[src/core/rgc_defines.vh]
`ifndef RGC_DEFINES_VH
`define RGC_DEFINES_VH
// register indices as printed; the byte address is four times the index
`define RGC_IDX_LIMIT 16'hDF17
`define RGC_IDX_ORDER 16'hDF18
`define RGC_ADDR_LIMIT 20'h37C5C
`define RGC_ADDR_ORDER 20'h37C60
`define RGC_ADDR_STATUS 20'h37C80
`define RGC_AW 20
// gain_limit_and_setpoint fields
`define RGC_DCAP_HI 7
`define RGC_DCAP_LO 6
`define RGC_FCAP_HI 5
`define RGC_FCAP_LO 3
`define RGC_SETP_HI 2
`define RGC_SETP_LO 0
`define RGC_LIMIT_RST 8'h03
// gain_order_and_sense_thresholds fields
`define RGC_ORDER_BIT 6
`define RGC_REL_HI 5
`define RGC_REL_LO 4
`define RGC_ABS_HI 3
`define RGC_ABS_LO 0
`define RGC_ORDER_RST 8'h40
`define RGC_ORDER_MASK 8'h7F
`define RGC_ABS_OFF 4'h8
// gain stage ranges
`define RGC_DGAIN_MAX 3'h7
`define RGC_AMP1_ATT_MAX 2'h3
`define RGC_AMP2_ATT_MAX 3'h7
// relative rise thresholds in dB
`define RGC_REL1_DB 8'h06
`define RGC_REL2_DB 8'h0A
`define RGC_REL3_DB 8'h0E
// amplitude setpoints in dB
`define RGC_SP0_DB 8'h18
`define RGC_SP1_DB 8'h1B
`define RGC_SP2_DB 8'h1E
`define RGC_SP3_DB 8'h21
`define RGC_SP4_DB 8'h24
`define RGC_SP5_DB 8'h26
`define RGC_SP6_DB 8'h28
`define RGC_SP7_DB 8'h2A
`define RGC_RESP_OKAY 2'h0
`define RGC_RESP_SLVERR 2'h2
`endif

[src/core/placeholder_none.v]
`default_nettype none
`default_nettype wire

[src/core/rgc_gain_ctrl.v]
// Chosen here: the AXI4-Lite register port.
`include "rgc_defines.vh"
`default_nettype none

// Summary of operation
// - digital gain never exceeds top setting minus the two-bit cap code.
// - combined front-end attenuation never falls below the three-bit cap code.
// - loop steers measured amplitude toward setpoint 24,27,30,33,36,38,40,42 dB.
// - order bit 1 reduces stage one first; 0 floors stage two first.
// - relative test off at 00, else needs rise of 6, 10, 14 dB.
// - absolute threshold is signed 1 dB offset from setpoint, -7 to +7.
// - absolute code 1000 disables the absolute test entirely.
module rgc_gain_ctrl (
	input wire core_clk,
	input wire reset_n,
	input wire [`RGC_AW-1:0] s_axi_awaddr,
	input wire s_axi_awvalid,
	output reg s_axi_awready,
	input wire [31:0] s_axi_wdata,
	input wire [3:0] s_axi_wstrb,
	input wire s_axi_wvalid,
	output reg s_axi_wready,
	output reg [1:0] s_axi_bresp,
	output reg s_axi_bvalid,
	input wire s_axi_bready,
	input wire [`RGC_AW-1:0] s_axi_araddr,
	input wire s_axi_arvalid,
	output reg s_axi_arready,
	output reg [31:0] s_axi_rdata,
	output reg [1:0] s_axi_rresp,
	output reg s_axi_rvalid,
	input wire s_axi_rready,
	input wire [7:0] sig_strength,
	input wire sig_strength_valid,
	output reg [2:0] digital_gain_r,
	output reg [1:0] amp1_att_r,
	output reg [2:0] amp2_att_r,
	output reg carrier_sense_r
);

	// register map (byte addresses, one aligned word each):
	//   limit register: digital gain cap, front-end cap, amplitude setpoint
	//   order register: reduction order, relative and absolute sense thresholds
	//   status register: carrier sense and the present gain steps, read only
	// unused upper data bits read as 0 and are ignored on write
	// a write reaches the registers two edges after its later half is taken;
	// a read answers one edge after its address is taken
	// only byte lane 0 carries register data, so a write without strobe bit 0
	// is answered OKAY but changes nothing
	// an unmapped address answers SLVERR and reads as 0

	// configuration registers
	reg [7:0] limit_reg_r;
	reg [7:0] order_reg_r;
	// previous sample, reference for the relative test
	reg [7:0] ref_strength_r;
	// write halves held until both have arrived
	reg aw_held_r;
	reg w_held_r;
	reg [`RGC_AW-1:0] aw_addr_r;
	reg [31:0] w_data_r;
	reg [3:0] w_strb_r;
	// combinational next values and lookups
	reg [7:0] setpoint_db;
	reg [7:0] rel_db;
	reg [31:0] rd_nxt;
	reg rd_ok;
	reg [2:0] digital_gain_nxt;
	reg [1:0] amp1_att_nxt;
	reg [2:0] amp2_att_nxt;
	reg carrier_sense_nxt;
	reg [7:0] ref_strength_nxt;
	// field views of the configuration registers
	wire [1:0] dcap = limit_reg_r[`RGC_DCAP_HI:`RGC_DCAP_LO];
	wire [2:0] fcap = limit_reg_r[`RGC_FCAP_HI:`RGC_FCAP_LO];
	wire [2:0] setp = limit_reg_r[`RGC_SETP_HI:`RGC_SETP_LO];
	wire order_first = order_reg_r[`RGC_ORDER_BIT];
	wire [1:0] rel_code = order_reg_r[`RGC_REL_HI:`RGC_REL_LO];
	wire [3:0] abs_code = order_reg_r[`RGC_ABS_HI:`RGC_ABS_LO];
	// highest digital step the cap still allows
	wire [2:0] dgain_top = `RGC_DGAIN_MAX - {1'b0, dcap};
	// total front-end attenuation in steps, wide enough for 3 + 7
	wire [3:0] front_att = {2'b00, amp1_att_r} + {1'b0, amp2_att_r};
	// absolute threshold: sign-extended code added to the setpoint; the setpoint
	// is at least 24 dB, so the sum never goes negative
	// relative threshold: measured against the previous sample, so the first
	// sample after reset is measured against zero
	wire abs_on = (abs_code != `RGC_ABS_OFF);
	wire rel_on = (rel_code != 2'b00);
	wire [9:0] abs_level = {2'b00, setpoint_db} + {{6{abs_code[3]}}, abs_code};
	wire abs_hit = abs_on && ({2'b00, sig_strength} >= abs_level);
	wire [8:0] rel_level = {1'b0, ref_strength_r} + {1'b0, rel_db};
	wire rel_hit = rel_on && ({1'b0, sig_strength} >= rel_level);
	// exact equality with the setpoint leaves the gains where they are
	wire too_strong = sig_strength > setpoint_db;
	wire too_weak = sig_strength < setpoint_db;
	// commit only when no response is waiting, so bresp is never overwritten
	wire wr_go = aw_held_r && w_held_r && !s_axi_bvalid;
	wire [31:0] status_word = {20'h00000, carrier_sense_r, amp2_att_r, 1'b0, digital_gain_r, 2'b00, amp1_att_r};
	// address decode on word boundaries; the two low address bits are ignored
	wire [`RGC_AW-1:0] aw_word = {aw_addr_r[`RGC_AW-1:2], 2'b00};
	wire [`RGC_AW-1:0] ar_word = {s_axi_araddr[`RGC_AW-1:2], 2'b00};
	wire wr_to_limit = (aw_word == `RGC_ADDR_LIMIT);
	wire wr_to_order = (aw_word == `RGC_ADDR_ORDER);
	wire wr_lane0 = w_strb_r[0];

	// setpoint lookup in dB
	always @* begin
		case (setp)
			3'h0: setpoint_db = `RGC_SP0_DB;
			3'h1: setpoint_db = `RGC_SP1_DB;
			3'h2: setpoint_db = `RGC_SP2_DB;
			3'h3: setpoint_db = `RGC_SP3_DB;
			3'h4: setpoint_db = `RGC_SP4_DB;
			3'h5: setpoint_db = `RGC_SP5_DB;
			3'h6: setpoint_db = `RGC_SP6_DB;
			default: setpoint_db = `RGC_SP7_DB;
		endcase
	end

	always @* begin
		case (rel_code)
			2'h1: rel_db = `RGC_REL1_DB;
			2'h2: rel_db = `RGC_REL2_DB;
			2'h3: rel_db = `RGC_REL3_DB;
			default: rel_db = 8'h00;
		endcase
	end

	// gain stepping: one step per sample; attenuation favours the front end so the
	// digital stage keeps headroom, recovery gives digital gain back first
	always @* begin
		digital_gain_nxt = digital_gain_r;
		amp1_att_nxt = amp1_att_r;
		amp2_att_nxt = amp2_att_r;
		// a lowered cap takes effect at once, without waiting for a sample
		if (digital_gain_r > dgain_top) begin
			digital_gain_nxt = dgain_top;
		// front-end floor: attenuate one step per edge until the cap is met
		end else if (front_att < {1'b0, fcap}) begin
			if (order_first && amp1_att_r != `RGC_AMP1_ATT_MAX) begin
				amp1_att_nxt = amp1_att_r + 2'h1;
			end else if (amp2_att_r != `RGC_AMP2_ATT_MAX) begin
				amp2_att_nxt = amp2_att_r + 3'h1;
			end else begin
				amp1_att_nxt = amp1_att_r + 2'h1;
			end
		// strong input: front end first, digital gain only once both stages are full
		end else if (sig_strength_valid && too_strong) begin
			if (order_first && amp1_att_r != `RGC_AMP1_ATT_MAX) begin
				amp1_att_nxt = amp1_att_r + 2'h1;
			end else if (amp2_att_r != `RGC_AMP2_ATT_MAX) begin
				amp2_att_nxt = amp2_att_r + 3'h1;
			end else if (amp1_att_r != `RGC_AMP1_ATT_MAX) begin
				amp1_att_nxt = amp1_att_r + 2'h1;
			end else if (digital_gain_r != 3'h0) begin
				digital_gain_nxt = digital_gain_r - 3'h1;
			end
		// weak input: digital gain first, then give back front-end attenuation
		end else if (sig_strength_valid && too_weak) begin
			if (digital_gain_r < dgain_top) begin
				digital_gain_nxt = digital_gain_r + 3'h1;
			end else if (front_att > {1'b0, fcap}) begin
				// restore in mirror order of reduction
				if (order_first) begin
					if (amp2_att_r != 3'h0) begin
						amp2_att_nxt = amp2_att_r - 3'h1;
					end else begin
						amp1_att_nxt = amp1_att_r - 2'h1;
					end
				end else begin
					if (amp1_att_r != 2'h0) begin
						amp1_att_nxt = amp1_att_r - 2'h1;
					end else begin
						amp2_att_nxt = amp2_att_r - 3'h1;
					end
				end
			end
		end
	end

	// carrier sense only moves on a sample; with both tests off it is forced low
	// at once, so a stale indication cannot outlive a change that turns both tests off
	always @* begin
		carrier_sense_nxt = carrier_sense_r;
		ref_strength_nxt = ref_strength_r;
		if (sig_strength_valid) begin
			carrier_sense_nxt = abs_hit || rel_hit;
			ref_strength_nxt = sig_strength;
		end else if (!abs_on && !rel_on) begin
			carrier_sense_nxt = 1'b0;
		end
	end

	always @(posedge core_clk or negedge reset_n) begin
		if (!reset_n) begin
			// full front-end gain and lowest digital gain out of reset
			digital_gain_r <= 3'h0;
			amp1_att_r <= 2'h0;
			amp2_att_r <= 3'h0;
			carrier_sense_r <= 1'b0;
			ref_strength_r <= 8'h00;
		end else begin
			digital_gain_r <= digital_gain_nxt;
			amp1_att_r <= amp1_att_nxt;
			amp2_att_r <= amp2_att_nxt;
			carrier_sense_r <= carrier_sense_nxt;
			ref_strength_r <= ref_strength_nxt;
		end
	end

	// write path: address and data are latched independently, response after both
	// awready and wready drop when their half is taken and reopen only after the
	// response handshake, so at most one write is ever in flight
	// a single response slot: bvalid stands until bready, bresp with it
	always @(posedge core_clk or negedge reset_n) begin
		if (!reset_n) begin
			// both ready outputs idle high so either half can be taken first
			s_axi_awready <= 1'b1;
			s_axi_wready <= 1'b1;
			s_axi_bvalid <= 1'b0;
			s_axi_bresp <= `RGC_RESP_OKAY;
			aw_held_r <= 1'b0;
			w_held_r <= 1'b0;
			aw_addr_r <= {`RGC_AW{1'b0}};
			w_data_r <= 32'h00000000;
			w_strb_r <= 4'h0;
			limit_reg_r <= `RGC_LIMIT_RST;
			order_reg_r <= `RGC_ORDER_RST;
		end else begin
			if (s_axi_awvalid && s_axi_awready) begin
				aw_held_r <= 1'b1;
				aw_addr_r <= s_axi_awaddr;
				s_axi_awready <= 1'b0;
			end
			if (s_axi_wvalid && s_axi_wready) begin
				w_held_r <= 1'b1;
				w_data_r <= s_axi_wdata;
				w_strb_r <= s_axi_wstrb;
				s_axi_wready <= 1'b0;
			end
			if (wr_go) begin
				aw_held_r <= 1'b0;
				w_held_r <= 1'b0;
				s_axi_bvalid <= 1'b1;
				s_axi_bresp <= `RGC_RESP_OKAY;
				if (wr_to_limit) begin
					if (wr_lane0) begin
						limit_reg_r <= w_data_r[7:0];
					end
				end else if (wr_to_order) begin
					if (wr_lane0) begin
						order_reg_r <= w_data_r[7:0] & `RGC_ORDER_MASK;
					end
				end else begin
					s_axi_bresp <= `RGC_RESP_SLVERR;
				end
			end
			if (s_axi_bvalid && s_axi_bready) begin
				s_axi_bvalid <= 1'b0;
				s_axi_awready <= 1'b1;
				s_axi_wready <= 1'b1;
			end
		end
	end

	always @* begin
		rd_nxt = 32'h00000000;
		rd_ok = 1'b1;
		case (ar_word)
			`RGC_ADDR_LIMIT: rd_nxt = {24'h000000, limit_reg_r};
			`RGC_ADDR_ORDER: rd_nxt = {24'h000000, order_reg_r};
			`RGC_ADDR_STATUS: rd_nxt = status_word;
			default: rd_ok = 1'b0;
		endcase
	end

	// read data are captured with the address, so a register change while rvalid
	// stands does not disturb the word being returned
	always @(posedge core_clk or negedge reset_n) begin
		if (!reset_n) begin
			// one read in flight: arready stays low until the data are taken
			s_axi_arready <= 1'b1;
			s_axi_rvalid <= 1'b0;
			s_axi_rdata <= 32'h00000000;
			s_axi_rresp <= `RGC_RESP_OKAY;
		end else begin
			if (s_axi_arvalid && s_axi_arready) begin
				s_axi_arready <= 1'b0;
				s_axi_rvalid <= 1'b1;
				s_axi_rdata <= rd_nxt;
				s_axi_rresp <= rd_ok ? `RGC_RESP_OKAY : `RGC_RESP_SLVERR;
			end else if (s_axi_rvalid && s_axi_rready) begin
				s_axi_rvalid <= 1'b0;
				s_axi_arready <= 1'b1;
			end
		end
	end

	// limitations: the gain loop takes at most one step per edge, bar the digital cap clamp, and has no dead
	// zone or settling wait, so a noisy input can make it hunt by one step
	// the stage ranges (amp1 0..3, amp2 0..7, digital 0..7) are fixed here; a
	// front-end cap code is read as a minimum number of attenuation steps
	// the status word is a live view, captured when the read address is taken; gain
	// steps taken while rvalid stands do not change the word returned

endmodule // rgc_gain_ctrl

`default_nettype wire
[config.mk]
export PLATFORM = sky130hd
export DESIGN_NAME = rgc_gain_ctrl
export DESIGN_NICKNAME = d
export VERILOG_FILES = /design/src/core/placeholder_none.v /design/src/core/rgc_gain_ctrl.v
export VERILOG_INCLUDE_DIRS = /design/src /design/src/core
export SDC_FILE = /design/constraint.sdc
export NUM_CORES = 1
export LEC_CHECK = 0
export ABC_AREA = 1
export BUFFER_PORTS_ARGS = -buffer_cell sky130_fd_sc_hd__buf_2
export CORE_UTILIZATION = 50
export CTS_CLUSTER_SIZE = 8
export DETAILED_ROUTE_END_ITERATION = 7
export PLACE_DENSITY_LB_ADDON = 0.2
export SLEW_MARGIN = 30
export SYNTH_ARGS = -nofsm -noshare
export SYNTH_HDL_FRONTEND = slang
export SYNTH_SLANG_ARGS = --single-unit
[constraint.sdc]
create_clock -name core_clk -period 3.77 [get_ports core_clk]
set_input_delay 0.5655 -clock core_clk [delete_from_list [all_inputs] [get_ports core_clk]]
set_output_delay 0.5655 -clock core_clk [all_outputs]
set_load 0.02 [all_outputs]
* Word-level counts from Yosys, hierarchy flattened
Cells that the tools add are included.
** Word-level totals
- Bits in registers :: 104
- Logic and storage cells :: 164
- Output and inout bits :: 50
- Input port bits :: 92
** Cells by class
- Magnitude comparators :: 8
- Reductions and logical operators :: 40
- $add $sub $neg :: 10
- Eq/ne operators :: 29
- Mux-type cells :: 55
- Bitwise logic cells :: 2
** Operators with widths (number)
- == test 18 x 16 -> 1 bit, second input constant :: 5
- two-way mux 3 bit :: 19
- case mux 6 bit (7 select lines) :: 1
- case mux 12 bit (3 select lines) :: 1
- two-way mux 2 bit :: 16
- inequality test 3 bit, second input constant :: 7
- nonzero test 2 bit :: 9
- nonzero test 3 bit :: 6
- two-way mux 1 bit :: 17
- inequality test 4 bit, second input constant :: 4
- logical AND 1 bit :: 13
- case mux 4 bit (3 select lines) :: 1
- greater-or-equal comparator 8 x 10 -> 1 bit :: 1
- adder 8 x 8 -> 9 bit :: 1
- == test 3 bit, second input constant :: 3
- greater-or-equal comparator 8 x 9 -> 1 bit :: 1
- AND reduction 9 bit :: 1
- adder 7 x 4 -> 8 bit :: 1
- > comparator 8 bit :: 1
- less-than comparator 8 bit :: 1
- AND reduction 7 bit :: 1
- adder 3 x 1 -> 3 bit, second input constant :: 2
- == test 3 x 2 -> 1 bit, second input constant :: 2
- AND reduction 6 bit :: 1
- 23 further kinds :: 29

* Logic depth before layout (Yosys ltp)
Gate-level depths: netlist (run 1).
- Depth in word-level cells :: 8
- Gate-level depth with buffers :: 20
- Mapped depth without buffers :: 20

* Worst setup path after synthesis (run 1)
No wires, ideal clock.
- Kind :: reg2reg
- From :: register limit_reg_r[0]
- To :: register carrier_sense_r
- Setup time :: 0.117 ns
- Path buffers :: 0
- Clock period less this slack :: 2.820 ns
- Data required time :: 3.653 ns
- Path slack :: 0.950 ns
- Arrival :: 2.703 ns
- Cell stages (with the launch flop) :: 20
- Cells stage by stage :: dfstp_2 -> inv_1 -> o21ai_0 -> nand2_1 -> ha_1 -> a21oi_1 -> and2_1 -> inv_1 -> a21oi_1 -> nor2_1 -> nor2_1 -> xor2_1 -> ha_1 -> nand2_1 -> o21bai_1 -> a21oi_1 -> nand2_1 -> nand2_1 -> nand2_1 -> nand2_1
** Between the ends
- Longest elaborated chain between the ends :: 7
- Elaborated cells on any way between the ends :: 13
- Classes of those cells :: add/sub (1); order compare (1); eq/ne (6); mux (2); reduce/logical (3)
** RTL lines
- from (decl) :: line rgc_gain_ctrl.v:53 : reg [7:0] limit_reg_r;
- from (signal assigned) :: line rgc_gain_ctrl.v:228 : limit_reg_r <= `RGC_LIMIT_RST;
- from (signal assigned) :: line rgc_gain_ctrl.v:249 : limit_reg_r <= w_data_r[7:0];
- == test 3 bit, or another cell as far along :: line rgc_gain_ctrl.v:109 : case (setp)
- case mux 6 bit (7 select lines) (*) :: line rgc_gain_ctrl.v:109
- adder 7 x 4 -> 8 bit (*) :: line rgc_gain_ctrl.v:90 : wire [9:0] abs_level = {2'b00, setpoint_db} + {{6{abs_code[3]}}, abs_code};
- greater-or-equal comparator 8 x 10 -> 1 bit (*) :: line rgc_gain_ctrl.v:91 : wire abs_hit = abs_on && ({2'b00, sig_strength} >= abs_level);
- logical AND 1 bit (*) :: line rgc_gain_ctrl.v:91
- logical OR 1 bit (*) :: line rgc_gain_ctrl.v:188 : carrier_sense_nxt = abs_hit || rel_hit;
- two-way mux 1 bit (*) :: line rgc_gain_ctrl.v:187 : if (sig_strength_valid) begin
- to (signal assigned) :: line rgc_gain_ctrl.v:207 : carrier_sense_r <= carrier_sense_nxt;
- to (decl) :: line rgc_gain_ctrl.v:38 : output reg carrier_sense_r
Every way passes the cells marked *; elsewhere a longest branch is shown, timed or not.
A chain may end at the register's enable or synchronous reset.

* Worst setup path in the final report (run 1)
Ends and elaborated chain as after synthesis.

==> parameters.txt, run 1 <==
Parameter                              Value

Timing
  Worst relative slew slack ... 50.3%
  Share of the clock period used by the worst path after layout ... 84.6%
  Minimum clock period after layout ... approximately 3.2 ns
  Number of slew-limit violations in the final report ... 0
  Accumulated negative setup slack ... 0 ns
  Transition time at the pin with the least slew margin ... about 0.75 ns
  Unrepaired setup endpoints after global routing ... false
  Final setup viols ... 0
  Timing-limited maximum frequency ... 313 MHz
  Post-route clock skew ... 0.00962 ns
  Hold violation total from the final report ... 0
  Final worst slack ... 0.579 ns

Final layout
  Final net count ... 903
  Highest-count cells in the layout ignoring fill and taps ... nand2_1, inv_1, buf_2, dfrtp_1, o21ai_0
  Multi-input gate area ... 2680 um^2
  Area taken by flip-flops and latches ... 2010 um^2
  Most common cell after layout, fill and taps aside ... nand2_1
  Diodes inserted ... 0
  Number of fill cells ... 939
  Share of post-route cells with drive strength above 1 ... 17.1%
  Area growth from synthesis to layout ... 13.3%

Synth
  Area fraction of the dominant cell type after synthesis ... a little over a third
  Post-synth cell types ... 45
  Synth async-reset ratio ... 100%
  Combinational family with the most area after synthesis ... simple AND/OR/NAND/NOR gates
  Synthesized netlist cell count ... between 600 and 700
  Post-synthesis mux area share ... 0.192%
  Post-synthesis compound-gate area fraction ... 10.4%
  Library cell with the largest summed area after synthesis ... dfrtp_1
  Most instantiated flip-flop cell in the synthesis netlist ... dfrtp_1
  Number of warnings reported in the yosys synthesis log ... 0
  Area of the mapped netlist ... between 5000 and 6000 um^2
  Largest cells by area after synthesis ... dfrtp_1, nand2_1, ha_1
  Synthesized-area fraction occupied by adder cells ... between 10% and 20%
  Fraction of the yosys area taken by sequential cells ... 38.6%
  Average size of a mapped cell ... 7.68 um^2
  Seq cells post-synth ... 80
  Number of enable flip-flop cells after synthesis ... 0
  Simple-gate area share of the yosys netlist ... 24.9%
  Xor/xnor share of the synthesized area ... 2.36%

Floorplanning
  Number of placement rows ... 36
  Die width ... 104 um
  Die height ... 104 um
  Initial standard-cell utilization of the core ... 52.5%
  Core outline area ... 9910 um^2
  Io pins ... 142
  Die Outline Area ... 10800 um^2

Place
  Total half-perimeter wirelength after legalization and detailed placement ... between 8000 and 9000 um
  Place WS ... 0.435 ns
  Last weighted congestion value of the routability-driven placer ... 0.878
  Number of port buffers ... 88

Worst setup path
  Delay of the slowest cell on the worst path ... 0.56 ns
  Critical path endpoint category ... register
  Worst reg-to-reg setup slack ... 0.58 ns
  Largest delay contributor family on the critical path ... simple AND/OR/NAND/NOR gates
  Critical setup path kind ... register to register
  Library cell contributing the largest single delay on the critical path ... dfstp_2
  Worst path arrival time ... 3.43 ns
  Required time of the worst setup path ... between 4 and 5 ns
  Cell type with the highest occurrence count on the critical path ... nand2_1
  Critical path fanouts, max ... 5
  Kind of start point of the critical path ... register
  Cells traversed along the worst timing path ... inv_1 -> o21ai_1 -> nand2_1 -> ha_1 -> a21oi_1 -> and2_1 -> inv_1 -> a21oi_1 -> nor2_1 -> nor2_1 -> xor2_1 -> ha_1 -> nand2_1 -> o21bai_1 -> a21oi_1 -> nand2_1 -> nand2_1 -> nand2_1 -> nand2_1
  Number of buffer and inverter instances along the worst setup path ... 2

Clocking
  Worst skew pair latency ... 0.35 ns
  CTS HTree Levels ... 3
  Clock root buffer ... clkbuf_8
  Clock tree from TritonCTS ... done
  Clock slew seen by the registers of the worst setup and hold paths ... 0.09 ns
  Maximum count of clock buffers along a single path ... 2
  Post-CTS setup repair buffer count ... 0
  Number of sinks handled by clock tree synthesis ... 80
  Number of buffers created by CTS ... 9

Drt
  Wirelength per Cell ... 12.2 um
  Number of nets with antenna violations after routing ... 0
  Pre-antenna DRT Iters ... 4
  Number of vias after detailed routing ... 4481
  Vias per cell ... 4.97
  Violation count after the first detailed-routing iteration ... around 220
  Drt drc ... 0
  Final routed wirelength across all metal layers ... 11000 um

Global route
  Largest net degree at the start of global routing ... 81
  GR Util All Layers ... roughly 22%
  Vias in the first global route ... 4313
  First-pass GRT wire length ... 19600 um
  Antenna violations before repair ... 0
  Total global routing overflow ... 0

Pwr
  Total leakage power ... 3.21 nW
  Maximum ir drop on the vdd rail ... 0.446 mV
  Power per cell area ... 558 nW/um^2

Run
  Total of max-cap violations ... 0

Status
  Result of the run ... completed

Worst hold path
  Kind of path behind the tightest hold check ... input pin to asynchronous set/reset pin
where the power goes:
| part | leakage, nW | switching (W) | internal [W] |
|---|---|---|---|
| clock network | 0.107 | 0.000348 | 0.000380 |
| logic | 2.10 | 0.000844 | 0.000464 |
| registers | 1.01 | 0.000160 | 0.00109 |
state kept, by name (all words and copies together), names as in the netlist:
name,cells
amp1_att_r,2
amp2_att_r,3
aw_addr_r,18
aw_held_r,1
carrier_sense_r,1
digital_gain_r,3
limit_reg_r,8
order_reg_r,7
ref_strength_r,8
s_axi_arready,1
s_axi_awready,1
s_axi_bresp,1
s_axi_bvalid,1
s_axi_rdata,12
s_axi_rresp,1
s_axi_rvalid,1
s_axi_wready,1
w_data_r,8
w_held_r,1
w_strb_r,1
final cells by class:
class | instances | area share (%)
clock inverter | 7 | 1.72
timing repair buffer | 88 | 7.58
sequential | 80 | 34.1
multi-input combinational | 487 | 45.5
tap | 133 | 2.82
inverter | 97 | 6.22
clock buffer | 9 | 2.10
final timing paths:
path / start / endpoint / depth (start not counted)
max: limit_reg_r[0] / carrier_sense_r / 19
min: reset_n / ref_strength_r[5] / 1
max reg2reg: limit_reg_r[0] / carrier_sense_r / 19
min reg2reg: s_axi_rdata[0] / s_axi_rdata[0] / 2
max in group asynchronous: reset_n / limit_reg_r[2] / 1
min in group core_clk: s_axi_wvalid / s_axi_wready / 2
cell usage after synthesis (all sizes together) (2+ instances only):
| master | n |
|---|---|
| or2 | 3 |
| nand2 | 211 |
| nor3 | 5 |
| nand4 | 11 |
| ha | 44 |
| inv | 95 |
| nand3 | 26 |
| o22ai | 7 |
| clkinv | 2 |
| a21oi | 18 |
| dfstp | 6 |
| xnor2 | 3 |
| nor2 | 39 |
| xor2 | 11 |
| o21bai | 2 |
| o21ai | 67 |
| nor4 | 3 |
| buf | 26 |
| fa | 4 |
| dfrtp | 74 |
| o31ai | 4 |
| clkbuf | 8 |
cells by family after synthesis:
| family | Yosys count |
|---|---|
| multiplexers | 1 |
| flip-flops | 80 |
| adder cells (fa/ha/maj) | 48 |
| AND/OR/NAND/NOR | 301 |
| other | 1 |
| buffers and inverters | 131 |
| AO/OA/AOI/OAI | 101 |
| XOR/XNOR | 14 |
per-stage QoR:
stage                     hold WS [ns]  power (W)  instances  util (%)  area, um^2
after floorplan                  0.270    0.00226        698         -        5280
after global placement           0.461    0.00253        885      57.2        5670
after detailed placement         0.462    0.00258        885      57.2        5670
after CTS                        0.263    0.00332        901      59.5        5900
after global routing             0.293    0.00357        901      59.5        5900
final                            0.207    0.00329        901      59.5        5900
metal layers:
| metal | share of wire (%) | vias up | wire, um | GRT usage (%) |
|---|---|---|---|---|
| met5 | 0 | - | 0 | 0 |
| met3 | 5.0 | 14 | 553 | 3.45 |
| met1 | 48 | 2051 | 5230 | 28.9 |
| met2 | 46 | 131 | 5090 | 37.3 |
| li1 | - | 2285 | - | - |
| met4 | 1.2 | 0 | 136 | 6.84 |
timing repair:
action,CTS,global route
hold buffers,0,0
gates resized for setup,0,1
setup endpoints to repair,0,1
No activity file was read; power rests on OpenSTA's default activity.
==> run 2, diff against run 1 <==
CORE_UTILIZATION = 48   (was 50)
clock period = 2.7 ns   (was 3.77 ns; I/O delays follow)
==> parameters.txt, run 2 (synthesized netlist as in run 1, its figures left out) <==
Parameter                              Value

Status
  Result of the run ... finished with violations
  Failing checks ... negative setup slack

Drt
  Violation count after the first detailed-routing iteration ... 212
  Final routed wirelength across all metal layers ... 12000 um
  Number of nets with antenna violations after routing ... 0
  Pre-antenna DRT Iters ... 6
  Number of vias after detailed routing ... around 4700
  Wirelength per Cell ... 12.7 um
  Drt drc ... 0
  Vias per cell ... 4.97

Global route
  Antenna violations before repair ... 0
  Vias in the first global route ... 4569
  Largest net degree at the start of global routing ... 81
  First-pass GRT wire length ... 20100 um
  Total global routing overflow ... 0
  GR Util All Layers ... between 20 and 25%

Worst setup path
  Critical path fanouts, max ... 4
  Critical Path Source ... limit_reg_r[0]
  Worst path arrival time ... 2.99 ns
  Capture point of the critical path ... digital_gain_r[2]
  Required time of the worst setup path ... 2.96 ns
  Kind of start point of the critical path ... register
  Critical register-to-register path startpoint ... limit_reg_r[0]
  Number of cells traversed by the worst register-to-register path ... 19
  End of the worst register-to-register path ... digital_gain_r[2]
  Critical setup path kind ... register to register
  Critical path endpoint category ... register
  Worst reg-to-reg setup slack ... -0.03 ns

Timing
  Minimum clock period after layout ... 2.73 ns
  Worst relative slew slack ... 51.4%
  Hold violation total from the final report ... 0
  Post-route clock skew ... 0.0134 ns
  Final setup viols ... 2
  Final worst slack ... -0.0349 ns
  Unrepaired setup endpoints after global routing ... true
  Number of slew-limit violations in the final report ... 0
  Share of the clock period used by the worst path after layout ... 101%
  Timing-limited maximum frequency ... 366 MHz
  Transition time at the pin with the least slew margin ... 0.728 ns

Final layout
  Highest-count cells in the layout ignoring fill and taps ... nand2_1, inv_1, buf_2, dfrtp_1, o21ai_0
  Area taken by flip-flops and latches ... 2010 um^2
  Largest register FFs ... 18
  Largest registers ranked by flip-flop count ... aw_addr_r: 18 flops, s_axi_rdata: 12 flops
  Final net count ... 941
  Most common cell after layout, fill and taps aside ... nand2_1
  Multi-input gate area ... ~2900 um^2
  Register bank with the most flops ... aw_addr_r
  Number of fill cells ... 955
  Diodes inserted ... 0
  Share of post-route cells with drive strength above 1 ... 25.2%
  Post-route design area ... 6330 um^2
  Area growth from synthesis to layout ... 21.7%
  Final cell count without fillers ... 942

Floorplanning
  Die width ... 106 um
  Die height ... 106 um
  Die Outline Area ... ~11000 um^2
  Number of placement rows ... 37
  Io pins ... 142
  Initial standard-cell utilization of the core ... 49.9%
  Core outline area ... around 10000 um^2

Clocking
  Maximum count of clock buffers along a single path ... 2
  Clock root buffer ... clkbuf_8
  Number of hold buffers added after cts ... 0
  Clock slew seen by the registers of the worst setup and hold paths ... ~0.10 ns
  Clock tree from TritonCTS ... done
  Worst skew pair latency ... between 0.3 and 0.4 ns
  Number of sinks handled by clock tree synthesis ... 80
  Number of buffers created by CTS ... 9
  CTS HTree Levels ... 3

Place
  Total half-perimeter wirelength after legalization and detailed placement ... 9040 um
  Last weighted congestion value of the routability-driven placer ... 0.914
  Number of port buffers ... 88
  Cell area after placement ... 5920 um^2
  Cells after DPL ... 920

Pwr
  Maximum ir drop on the vdd rail ... 0.514 mV
  Total leakage power ... around 3.4 nW
  Power per cell area ... 738 nW/um^2
  Post-layout total power ... 0.00467 W

Run
  Total of max-cap violations ... 0

Worst hold path
  Kind of path behind the tightest hold check ... input pin to asynchronous set/reset pin
[run 2: layout make-up]
| cell class | count | area share, % |
|---|---|---|
| clock inverters | 7 | 0.968 |
| well taps | 136 | 2.69 |
| inverters | 97 | 5.83 |
| repair buffers | 126 | 11.7 |
| multi-input cells | 487 | 45.1 |
| flip-flops and latches | 80 | 31.7 |
| clock buffers | 9 | 1.96 |
[run 2: how the worst min path moves through the flow]
stage	startpoint	end	slack [ns]	cells after the start
2_1_floorplan	reset_n	amp1_att_r[0]	0.11	0
3_3_place_gp	s_axi_rdata[5]	s_axi_rdata[5]	0.46	2
3_5_place_dp	aw_addr_r[6]	aw_addr_r[6]	0.47	2
4_1_cts	reset_n	aw_addr_r[2]	0.1	1
5_1_grt	reset_n	aw_addr_r[3]	0.12	1
6_report	reset_n	aw_addr_r[2]	0.05	1
[run 2: routing by layer]
| metal | part of all wire, % | vias to the layer above | track usage, % |
|---|---|---|---|
| met4 | 2.4 | 0 | 9.82 |
| met5 | 0 | - | 0 |
| met2 | 48 | 128 | 38.3 |
| li1 | - | 2366 | - |
| met3 | 5.1 | 21 | 3.62 |
| met1 | 45 | 2166 | 27.8 |
[run 2: power breakdown]
| group | total, W | switching (W) | internal (W) |
|---|---|---|---|
| combinational | 0.00211 | 0.00133 | 0.000781 |
| clock | 0.000849 | 0.000497 | 0.000352 |
| sequential | 0.00171 | 0.000181 | 0.00153 |
| total | 0.00467 | 0.00201 | 0.00266 |
[run 2: timing repair]
item | in CTS | in global routing
setup buffers | 1 | 5
cloned | 0 | 0
resized for setup | 22 | 24
pin swaps | 15 | 13
setup endpoints to repair | 2 | 9
[run 2: worst max-delay path, cell delays in order (launching register included)]
cell and delay, ns:
dfstp_2 0.58, inv_4 0.06, o21ai_4 0.17, buf_4 0.13, buf_4 0.10, inv_1 0.05
ha_1 0.28, nand2_1 0.09, nor2_2 0.04, nand2_1 0.05, nand2_1 0.06, inv_2 0.09
nand2_2 0.07, fa_2 0.36, xor2_2 0.16, inv_1 0.05, nand2_1 0.07, nand3_1 0.08
nor2_1 0.11, a21oi_1 0.04
[run 2: per-stage QoR]
step | setup TNS (ns) | hold slack, ns | utilization (%) | worst slack, ns
2_1_floorplan | 0 | 0.109 | - | 0.0322
6_report | -0.0593 | 0.0472 | 60.8 | -0.0349
5_1_grt | -0.710 | 0.125 | 60.8 | -0.236
3_3_place_gp | -0.114 | 0.462 | 56.8 | -0.101
3_5_place_dp | -0.268 | 0.465 | 56.8 | -0.144
4_1_cts | -0.0625 | 0.0986 | 59.6 | -0.0340
==> run 3, diff against run 2 <==
CORE_UTILIZATION = 45   (was 48)
==> parameters.txt, run 3 (synthesized netlist as in run 1, its figures left out) <==
Parameter                              Value

Drt
  Number of nets with antenna violations after routing ... 0
  Final routed wirelength across all metal layers ... 11700 um
  Wirelength per Cell ... 12.4 um
  Drt drc ... 0
  Violation count after the first detailed-routing iteration ... 232
  Number of vias after detailed routing ... 4664
  Pre-antenna DRT Iters ... 5
  Vias per cell ... 4.94

Global route
  Antenna violations before repair ... 0
  Largest net degree at the start of global routing ... 81
  First-pass GRT wire length ... ~19000 um
  GR Util All Layers ... 20.8%
  Vias in the first global route ... between 4000 and 5000
  Total global routing overflow ... 0

Floorplanning
  Io pins ... 142
  Number of placement rows ... 38
  Die width ... 110 um
  Core outline area ... 11000 um^2
  Die Outline Area ... 12000 um^2
  Initial standard-cell utilization of the core ... 47.2%
  Die height ... 110 um

Timing
  Share of the clock period used by the worst path after layout ... 102%
  Final setup viols ... 1
  Final worst slack ... -0.0659 ns
  Timing-limited maximum frequency ... 362 MHz
  Transition time at the pin with the least slew margin ... roughly 0.72 ns
  Post-route clock skew ... 0.00835 ns
  Hold violation total from the final report ... 0
  Number of slew-limit violations in the final report ... 0
  Minimum clock period after layout ... around 2.8 ns
  Worst relative slew slack ... a little over half
  Unrepaired setup endpoints after global routing ... true

Final layout
  Area taken by flip-flops and latches ... about 2000 um^2
  Multi-input gate area ... 2810 um^2
  Largest registers ranked by flip-flop count ... aw_addr_r: 18 flops, s_axi_rdata: 12 flops
  Share of post-route cells with drive strength above 1 ... 24.1%
  Post-route design area ... 6360 um^2
  Most common cell after layout, fill and taps aside ... nand2_1
  Number of fill cells ... approximately 1100
  Register bank with the most flops ... aw_addr_r
  Area growth from synthesis to layout ... 22.2%
  Fraction of the core area covered by cells at the end of the flow ... between 50 and 60%
  Largest register FFs ... 18
  Final net count ... 939
  Highest-count cells in the layout ignoring fill and taps ... nand2_1, buf_2, inv_1, dfrtp_1, o21ai_0
  Diodes inserted ... 0

Pwr
  Maximum ir drop on the vdd rail ... 0.601 mV
  Combinational share of power ... between 40% and 50%
  Fraction of power spent switching nets ... 40.2%
  Power per cell area ... 776 nW/um^2
  Switching component of the power ... 0.00198 W
  Sequential group share of total power ... ~35%
  Total leakage power ... roughly 3.4 nW
  Clock share of power ... 23.6%
  Internal Dissipation ... 0.00295 W

Worst setup path
  Required time of the worst setup path ... 2.92 ns
  Critical setup path kind ... register to register
  Critical path fanouts, max ... 4
  Number of cells traversed by the worst register-to-register path ... 19
  Worst path arrival time ... 2.99 ns
  Critical path endpoint category ... register
  Kind of start point of the critical path ... register

Clocking
  Clock slew seen by the registers of the worst setup and hold paths ... 0.07 ns
  CTS HTree Levels ... 3
  Number of buffers created by CTS ... 9
  Number of hold buffers added after cts ... 0
  Worst skew pair latency ... 0.33 ns
  Maximum count of clock buffers along a single path ... 2
  Clock root buffer ... clkbuf_16
  Clock tree from TritonCTS ... done
  Number of sinks handled by clock tree synthesis ... 80

Place
  Number of port buffers ... 88
  Last weighted congestion value of the routability-driven placer ... 0.871
  Cell area after placement ... 5950 um^2
  Total half-perimeter wirelength after legalization and detailed placement ... 9030 um
  Place WS ... -0.265 ns

Worst hold path
  Kind of path behind the tightest hold check ... input pin to asynchronous set/reset pin

Run
  Total of max-cap violations ... 0

Status
  Failing checks ... negative setup slack
  Result of the run ... finished with violations
run 3: changes by cell type in the layout (fill, tap and decap cells not counted), moves of 3 or more:
cell / before / now
buf_6: 4 / 1
clkbuf_16: 0 / 9
clkbuf_8: 9 / 1
inv_2: 6 / 9
run 3: final timing paths:
check / slack [ns] / start / to
worst max-delay path: -0.07 / limit_reg_r[1] / carrier_sense_r
worst min-delay path: 0.08 / reset_n / aw_addr_r[3]
worst max register to register: -0.07 / limit_reg_r[1] / carrier_sense_r
worst min register to register: 0.48 / s_axi_rdata[4] / s_axi_rdata[4]
max in group asynchronous: 2.10 / reset_n / s_axi_rdata[10]
min in group core_clk: 0.24 / s_axi_wvalid / s_axi_wready
run 3: worst max-delay path: stages, from the launching register on:
cell,delay [ns]
dfstp_2,0.56
inv_2,0.07
o21ai_4,0.18
nand2_2,0.10
ha_4,0.24
a21oi_2,0.13
and2_4,0.16
inv_2,0.03
a21oi_2,0.10
nor2_1,0.05
nor2_1,0.12
xor2_1,0.20
ha_1,0.25
nand2_1,0.06
o21bai_1,0.10
a21oi_1,0.08
nand2_1,0.08
nand2_1,0.05
nand2_1,0.06
nand2_1,0.05
run 3: repair_timing:
item | in CTS | in global routing
pin swaps | 10 | 7
setup endpoints to repair | 2 | 9
resized for setup | 20 | 10
buffers inserted | 0 | 0
run 3: power groups by stage:
stage | combinational (W) | sequential [W] | clock (W)
final | 0.00206 | 0.00171 | 0.00117
after global routing | 0.00237 | 0.00175 | 0.00122
after CTS | 0.00202 | 0.00171 | 0.00118
after detailed placement | 0.00200 | 0.00172 | 0
after global placement | 0.00193 | 0.00172 | 0
after floorplan | 0.00133 | 0.00183 | 0
run 3: cell type report:
cell class                 instances  area share [%]
inverter                          97            5.77
timing repair buffer             124            11.3
multi-input combinational        487            44.1
clock buffer                      11            3.82
clock inverter                     5           0.630
tap                              140            2.76
sequential                        80            31.6
run 3: per-layer routing:
metal | part of all wire [%] | GRT usage, % | routed length, um | vias to the layer above
li1 | - | - | - | 2365
met1 | 46 | 27.3 | 5440 | 2144
met2 | 47 | 35.3 | 5560 | 138
met3 | 4.9 | 3.32 | 572 | 17
met4 | 1.3 | 6.29 | 154 | 0
met5 | 0 | 0 | 0 | -
run 3: stage by stage:
step | instances | total power, W | TNS, ns | hold WS (ns)
floorplan | 698 | 0.00316 | 0 | 0.109
global placement | 928 | 0.00364 | -0.127 | 0.460
detailed placement | 928 | 0.00373 | -0.403 | 0.462
CTS | 944 | 0.00491 | -0.0851 | 0.141
global route | 944 | 0.00534 | -0.732 | 0.161
finish | 944 | 0.00493 | -0.0659 | 0.0761
